<file path="src/ces_consts.vh">
// constants for the chop and excitation sequencer
// assumes a single 250 MHz master clock; included by bare name
`ifndef CES_CONSTS_VH
`define CES_CONSTS_VH

// ----------------------------------------------------------------------
// chop field encodings
// ----------------------------------------------------------------------
`define CES_CHOP_OFF 2'b00
`define CES_CHOP_INT 2'b01
`define CES_CHOP_AC2 2'b10
`define CES_CHOP_AC4 2'b11

// ----------------------------------------------------------------------
// reset values and field widths
// ----------------------------------------------------------------------
`define CES_DELAY_RESET 4'h1
`define CES_CHOP_RESET 2'b00
`define CES_DELAY_W 4
`define CES_CHOP_W 2

// ----------------------------------------------------------------------
// timing
// ----------------------------------------------------------------------
`define CES_CLK_MHZ 250
`define CES_DELAY_UNIT_NS 50000
`define CES_DEAD_NS 200

`endif

</file>
<file path="src/ces_excite_drive.v">
// break-before-make driver for the two excitation polarity signals
// assumes phase changes at most once per conversion, from the sequencer
`timescale 1ns/10ps
`include "ces_consts.vh"

module ces_excite_drive #(
  parameter DEAD_CYCLES = (`CES_DEAD_NS * `CES_CLK_MHZ + 999) / 1000
) (
  input wire mclk,
  input wire reset_n,
  input wire phase,
  output reg excite_phase_a,
  output reg excite_phase_b
);

  reg phase_seen;
  reg [15:0] gap_cnt;

  // ----------------------------------------------------------------------
  // dead-time gap on every polarity change
  // ----------------------------------------------------------------------
  // both drives fall first, then the new one rises after the gap, so the
  // external bridge switches never conduct across the supply
  always @(posedge mclk or negedge reset_n) begin
    if (!reset_n) begin
      phase_seen <= 1'b0;
      gap_cnt <= 16'h0000;
      excite_phase_a <= 1'b1;
      excite_phase_b <= 1'b0;
    end else if (phase != phase_seen) begin
      phase_seen <= phase;
      gap_cnt <= DEAD_CYCLES[15:0];
      excite_phase_a <= 1'b0;
      excite_phase_b <= 1'b0;
    end else if (gap_cnt != 16'h0000) begin
      gap_cnt <= gap_cnt - 16'h0001;
    end else begin
      excite_phase_a <= ~phase_seen;
      excite_phase_b <= phase_seen;
    end
  end

endmodule // ces_excite_drive

</file>
<file path="src/ces_sequencer.v">
// conversion sequencer: start delay, global chop and bridge excitation
// assumes the filter answers each conv_start with one raw_valid pulse,
// and that start_pin comes asynchronously from a device pin
`timescale 1ns/10ps
`include "ces_consts.vh"

// Functional notes
// - programmable wait before the first conversion after start and before each chop conversion, 50 us after reset
// - delay code 0001 selects the 50 us reference wait
// - longer waits add directly to result latency
// - chop or excitation: first result after two conversions, then one each
// - chop mode inverts input polarity on every successive conversion
// - first raw conversion after start yields no output in chop
// - chop output is normal minus reversed, halved, once per new conversion
// - excitation drives normal then reversed polarity in lockstep with conversions
// - reversed phase inverts reference; normal and reversed results subtracted
// - the two drive outputs never active together; break-before-make gap
// - drive outputs toggle at most once per conversion period
// - chop field 10 selects two-wire, 11 four-wire excitation
// - pins 0,1 carry phases a,b; four-wire adds pins 2,3 likewise
// - ready output high at conversion start, low when result ready; a back-to-back plain start sees it rise one cycle later
// - plain mode: following results one data period apart
module ces_sequencer #(
  parameter DATA_W = 24,
  parameter DELAY_UNIT_CYCLES = `CES_DELAY_UNIT_NS * `CES_CLK_MHZ / 1000,
  parameter DEAD_CYCLES = (`CES_DEAD_NS * `CES_CLK_MHZ + 999) / 1000
) (
  input wire mclk,
  input wire reset_n,
  input wire start_pin,
  input wire cfg_we,
  input wire [`CES_DELAY_W-1:0] cfg_delay,
  input wire [`CES_CHOP_W-1:0] cfg_chop,
  input wire raw_valid,
  input wire [DATA_W-1:0] raw_data,
  output reg conv_start,
  output wire input_invert,
  output wire ref_invert,
  output reg result_valid,
  output reg [DATA_W-1:0] result_data,
  output reg result_ready_n,
  output reg [`CES_DELAY_W-1:0] delay_code,
  output reg [`CES_CHOP_W-1:0] chop_mode,
  output wire gen_pin_0,
  output wire gen_pin_0_oe,
  output wire gen_pin_1,
  output wire gen_pin_1_oe,
  output wire gen_pin_2,
  output wire gen_pin_2_oe,
  output wire gen_pin_3,
  output wire gen_pin_3_oe
);

  localparam ST_IDLE = 2'd0;
  localparam ST_WAIT = 2'd1;
  localparam ST_CONV = 2'd2;

  reg [1:0] state;
  reg [31:0] wait_cnt;
  reg phase;
  reg first_done;
  reg [DATA_W-1:0] prev_raw;
  reg start_meta;
  reg start_sync;
  reg start_last;
  wire run;
  wire run_rise;
  wire chop_on;
  wire ac_on;
  wire excite_a;
  wire excite_b;
  wire [DATA_W:0] diff;
  wire [DATA_W-1:0] half;

  // ----------------------------------------------------------------------
  // helpers
  // ----------------------------------------------------------------------
  // wait length: code 0 none, then 50 us doubling per step
  function [31:0] wait_cycles;
    input [`CES_DELAY_W-1:0] code;
    begin
      if (code == 4'h0) begin
        wait_cycles = 32'h0000_0000;
      end else begin
        wait_cycles = DELAY_UNIT_CYCLES[31:0] << (code - 4'h1);
      end
    end
  endfunction

  // ----------------------------------------------------------------------
  // configuration fields
  // ----------------------------------------------------------------------
  // a new delay code takes effect at the next wait load, not mid-count; a new chop field at once
  always @(posedge mclk or negedge reset_n) begin
    if (!reset_n) begin
      delay_code <= `CES_DELAY_RESET;
      chop_mode <= `CES_CHOP_RESET;
    end else if (cfg_we) begin
      delay_code <= cfg_delay;
      chop_mode <= cfg_chop;
    end
  end

  // ----------------------------------------------------------------------
  // start pin synchroniser
  // ----------------------------------------------------------------------
  always @(posedge mclk or negedge reset_n) begin
    if (!reset_n) begin
      start_meta <= 1'b0;
      start_sync <= 1'b0;
      start_last <= 1'b0;
    end else begin
      start_meta <= start_pin;
      start_sync <= start_meta;
      start_last <= start_sync;
    end
  end

  assign run = start_sync;
  assign run_rise = start_sync & ~start_last;
  assign chop_on = (chop_mode != `CES_CHOP_OFF);
  assign ac_on = chop_mode[1];

  // chop math: normal minus reversed, arithmetic halving
  assign diff = phase ? ({prev_raw[DATA_W-1], prev_raw} - {raw_data[DATA_W-1], raw_data})
                      : ({raw_data[DATA_W-1], raw_data} - {prev_raw[DATA_W-1], prev_raw});
  assign half = diff[DATA_W:1];

  // ----------------------------------------------------------------------
  // conversion sequence
  // ----------------------------------------------------------------------
  // a rising start always restarts at normal phase; a falling start lets
  // the conversion in flight finish before going idle
  always @(posedge mclk or negedge reset_n) begin
    if (!reset_n) begin
      state <= ST_IDLE;
      wait_cnt <= 32'h0000_0000;
      phase <= 1'b0;
      first_done <= 1'b0;
      prev_raw <= {DATA_W{1'b0}};
      conv_start <= 1'b0;
      result_valid <= 1'b0;
      result_data <= {DATA_W{1'b0}};
      result_ready_n <= 1'b1;
    end else begin
      conv_start <= 1'b0;
      result_valid <= 1'b0;
      if (run_rise) begin
        state <= ST_WAIT;
        wait_cnt <= wait_cycles(delay_code);
        phase <= 1'b0;
        first_done <= 1'b0;
        result_ready_n <= 1'b1;
      end else begin
        case (state)
          ST_IDLE: begin
            phase <= 1'b0;
          end
          ST_WAIT: begin
            // the wait sits in front of the conversion, so it adds to latency
            if (wait_cnt == 32'h0000_0000) begin
              conv_start <= 1'b1;
              result_ready_n <= 1'b1;
              state <= ST_CONV;
            end else begin
              wait_cnt <= wait_cnt - 32'h0000_0001;
            end
          end
          ST_CONV: begin
            // ready rises once the filter has taken the start, so a back-to-back
            // result in plain mode still shows ready low for one cycle
            if (conv_start) begin
              result_ready_n <= 1'b1;
            end
            if (raw_valid) begin
              prev_raw <= raw_data;
              first_done <= 1'b1;
              if (!chop_on) begin
                result_data <= raw_data;
                result_valid <= 1'b1;
                result_ready_n <= 1'b0;
              end else if (first_done) begin
                result_data <= half;
                result_valid <= 1'b1;
                result_ready_n <= 1'b0;
              end
              // first chop conversion is withheld: no result above
              if (!run) begin
                state <= ST_IDLE;
                phase <= 1'b0;
              end else if (chop_on) begin
                // flip polarity once per conversion and resettle first
                phase <= ~phase;
                wait_cnt <= wait_cycles(delay_code);
                state <= ST_WAIT;
              end else begin
                // plain mode runs back to back at the data rate
                conv_start <= 1'b1;
              end
            end
          end
          default: begin
            state <= ST_IDLE;
          end
        endcase
      end
    end
  end

  // internal polarity steering
  assign input_invert = phase & (chop_mode == `CES_CHOP_INT);
  assign ref_invert = phase & ac_on;

  // ----------------------------------------------------------------------
  // excitation drive
  // ----------------------------------------------------------------------
  // limitation: the dead gap must be shorter than the start wait, else the
  // conversion begins while the bridge is still unpowered
  ces_excite_drive #(
    .DEAD_CYCLES(DEAD_CYCLES)
  ) u_drive (
    .mclk(mclk),
    .reset_n(reset_n),
    .phase(phase & ac_on),
    .excite_phase_a(excite_a),
    .excite_phase_b(excite_b)
  );

  // pin mapping per excitation width
  assign gen_pin_0 = ac_on & excite_a;
  assign gen_pin_1 = ac_on & excite_b;
  assign gen_pin_2 = (chop_mode == `CES_CHOP_AC4) & excite_a;
  assign gen_pin_3 = (chop_mode == `CES_CHOP_AC4) & excite_b;
  assign gen_pin_0_oe = ac_on;
  assign gen_pin_1_oe = ac_on;
  assign gen_pin_2_oe = (chop_mode == `CES_CHOP_AC4);
  assign gen_pin_3_oe = (chop_mode == `CES_CHOP_AC4);

endmodule // ces_sequencer

</file>
<file path="config.mk">
export PLATFORM = sky130hd
export DESIGN_NAME = ces_sequencer
export DESIGN_NICKNAME = d
export VERILOG_FILES = /design/src/ces_excite_drive.v /design/src/ces_sequencer.v
export VERILOG_INCLUDE_DIRS = /design/src /design/src/src
export SDC_FILE = /design/constraint.sdc
export NUM_CORES = 1
export LEC_CHECK = 0
export BUFFER_PORTS_ARGS = -buffer_cell sky130_fd_sc_hd__buf_2
export CAP_MARGIN = 20
export CORE_MARGIN = 2
export CORE_UTILIZATION = 60
export CTS_CLUSTER_DIAMETER = 50
export DETAILED_ROUTE_END_ITERATION = 16
export PLACE_DENSITY = 0.85
export SYNTH_ARGS = -nofsm -noshare
export SYNTH_HDL_FRONTEND = slang
export SYNTH_SLANG_ARGS = --single-unit
</file>
<file path="constraint.sdc">
create_clock -name mclk -period 5.5 [get_ports mclk]
set_input_delay 0.55 -clock mclk [delete_from_list [all_inputs] [get_ports mclk]]
set_output_delay 0.55 -clock mclk [all_outputs]
set_load 0.02 [all_outputs]
</file>
==> impl_metrics.ini <==
[yosys]
synth_fp_nets = 1157
synth_top_flop_cell = dfrtp_1
synth_seq_cells = 115
synth_area_per_cell_um2 = 7.87
yosysSeqAreaShare = 0.346
yosys.area.top_type_share = 0.337
synth-edff-count = 0
netlist_top_cells_count = o21ai_0 (155), nand2_1 (131), a21oi_1 (128), dfrtp_1 (112), nor2_1 (81)
synthTopCellsByArea = dfrtp_1 (34%), ha_1 (9.3%), o21ai_0 (9.3%), a21oi_1 (7.7%), nand2_1 (5.9%)
synthCells = 1058
yosys_warnings = 0
yosysMostFrequentCell = o21ai_0
synthesis.area_um2 = 8320
synth_top_area_cell = dfrtp_1
ys_types = 65
async_reset_ff_frac = 1.00

[clock_network]
cts.path.max_buffers = 2
cts_setup_buffers = 0
clock_sinks = 115
ctsHoldBuffers = 0
cts-root-buf = clkbuf_16
clk_pin_slew_worst_paths_ns = 0.07
cts_tree = yes
insertion_delay_ns = 0.42
ctsHtreeMaxLevel = 4
cts_buffers = 17
ctsResizeCount = 0

[routing]
drt_iter0_drc = 645
drt_wl_total_um = 23600
via_per_inst = 6.30
drt_first_pass_iters = 8
drc = 0
routedWlPerCell_um = 18.1
ant_nets = 0
dr_total_vias = 8218

[power]
leakagePower_nw = 4.29
peakVddDrop_uv = 420
p_sw_w = 0.00117
sw_frac_of_total = 0.369
power_w = 0.00318
combPwrFrac = 0.274
power_frac_clock = 0.359
p_int_w = 0.00200
powerDensity_nw_per_um2 = 337
pwr-share-seq = 0.367

[setup_path]
cp.required_ns = 5.77
critPathMaxFanout = 11
crit_arrival_ns = 3.37
slowest_stage = dfstp_2
critPathBufInv = 2
critPathTopFamily = buffers and inverters
crit_type = flip-flop to flip-flop
crit_top_cell = ha_1
path_cells = clkinv_1 > ha_1 > xor2_1 > inv_1 > ha_1 > a221oi_1 > a41o_1 > a21oi_1
start_kind = flip-flop
cp-end-kind = flip-flop
cpPeakStageDelay_ns = 0.64
timing.reg2reg.setup_slack_ns = 2.40

[floorplanning]
rows = 43
io_pins = 78
dieArea_um2 = 14800
start_util = 0.607
die_w_um = 122
core_area_um2 = 13700
die_h_um = 122

[final_layout]
multiInputGateArea_um2 = 4990
regArea_um2 = 2880
n_fill_cell = 1162
drive_above_1_share = 0.123
area_growth_pct = 13.3
nets = 1211
n_antenna_cell = 0

[place]
gp_congestion = 0.972
port_buffers = 77
place_hpwl_um = 16900

[global_routing]
grt-ovfl-total = 0
grt_max_degree = 61
antenna_found_initial = 1
grt_pass1_vias = 7959
grt_pass1_wl_um = 38700
track_usage = 0.329

[hold_path]
hp-class = input pin to asynchronous set/reset pin

[sta]
timing.final.crit_share = 0.565
setup_tns_ns = 0
clock.fmax_mhz = 322
setup_viol = 0
hold_viol = 0
drv_slew = 0
worst_slew_pin_slew_ns = 0.842
fin_skew_ns = 0.0118
whs_ns = 0.193
grt_setup_unrepaired = false
period_minus_slack_ns = 3.10
slew_headroom = 0.439

[outcome]
status = finished clean

[flow_run]
drv_cap = 0
==> cell usage in the layout, fill, tap and decap left out, types with 4 or more instances in the layout <==
| cell | count |
|---|---|
| and2_1 | 7 |
| a2bb2oi_1 | 4 |
| clkinv_4 | 4 |
| o211ai_1 | 10 |
| buf_4 | 8 |
| a221oi_1 | 6 |
| and3_1 | 8 |
| a31oi_1 | 14 |
| nand2b_1 | 4 |
| or4_1 | 4 |
| nor4_1 | 7 |
| o21ai_0 | 155 |
| nor3_1 | 30 |
| dfrtp_1 | 112 |
| clkbuf_16 | 17 |
| nand2_1 | 131 |
| ha_1 | 62 |
| a22oi_1 | 4 |
| inv_1 | 70 |
| mux2i_1 | 4 |
| nand4_1 | 5 |
| a32oi_1 | 6 |
| nor2_1 | 80 |
| nor2b_1 | 5 |
| xnor2_1 | 13 |
| inv_6 | 5 |
| a21oi_1 | 127 |
| buf_2 | 76 |
| mux2_2 | 6 |
| xor2_1 | 23 |
| nand3_1 | 15 |
| a211oi_1 | 16 |
| o22ai_1 | 16 |
| and4_1 | 5 |
==> stage by stage <==
step           utilization  std cells  setup WS (ns)  area (um^2)
4_1_cts              0.685       1304           2.27         9400
3_3_place_gp         0.642       1272           2.44         8800
3_5_place_dp         0.642       1272           2.31         8800
6_report             0.687       1305           2.40         9430
2_1_floorplan            -       1058           2.60         8320
5_1_grt              0.687       1305           2.09         9430
==> cell type report <==
class,instances,area share
sequential,115,0.306
clock buffer,18,0.0455
timing repair buffer,85,0.0496
clock inverter,14,0.0179
multi-input combinational,821,0.529
inverter,72,0.0287
tap,180,0.0239
==> logic make-up (layout without fill, tap and decap cells) <==
| family | count (synthesis) | count (layout) | synth area share |
|---|---|---|---|
| muxes | 10 | 10 | 0.0129 |
| AOI/OAI and AO/OA | 394 | 394 | 0.272 |
| buffers and inverters | 122 | 189 | 0.0583 |
| adders and majority gates | 64 | 64 | 0.0980 |
| xor gates and xnor gates | 36 | 36 | 0.0379 |
| and+or+nand+nor | 317 | 317 | 0.175 |
| DFF | 115 | 115 | 0.346 |
==> state kept, by name, indices dropped and copies added, names as in the netlist, 2 cells and up <==
signal,count
chop_mode,2
delay_code,4
prev_raw,24
result_data,24
state,2
u_drive.gap_cnt,16
wait_cnt,32
==> worst paths after layout <==
path / start / endpoint / cells past startpoint
max: delay_code[0]$_DFFE_PN1P_ / wait_cnt[15]$_DFFE_PN0P_ / 8
min: reset_n / prev_raw[6]$_DFFE_PN0P_ / 1
max reg2reg: delay_code[0]$_DFFE_PN1P_ / wait_cnt[15]$_DFFE_PN0P_ / 8
min reg2reg: start_meta$_DFF_PN0_ / run$_DFF_PN0_ / 0
max in group asynchronous: reset_n / wait_cnt[22]$_DFFE_PN0P_ / 2
min in group mclk: start_pin / start_meta$_DFF_PN0_ / 1
==> power by group through the flow <==
stage / logic (W) / registers [W] / clock network (W)
final: 0.000869 / 0.00117 / 0.00114
after global routing: 0.000967 / 0.00119 / 0.00120
after CTS: 0.000837 / 0.00116 / 0.00115
after detailed placement: 0.000830 / 0.00117 / 0
after global placement: 0.000799 / 0.00116 / 0
after floorplan: 0.000620 / 0.00113 / 0
==> routing by layer <==
| layer | vias to the layer above | GRT usage | wire length, um |
|---|---|---|---|
| met3 | 62 | 0.0665 | 1520 |
| met1 | 3884 | 0.407 | 9690 |
| met2 | 375 | 0.567 | 11700 |
| met4 | 0 | 0.120 | 660 |
| met5 | - | 0 | 0 |
| li1 | 3897 | - | - |
No activity file was read; power rests on OpenSTA's default activity.
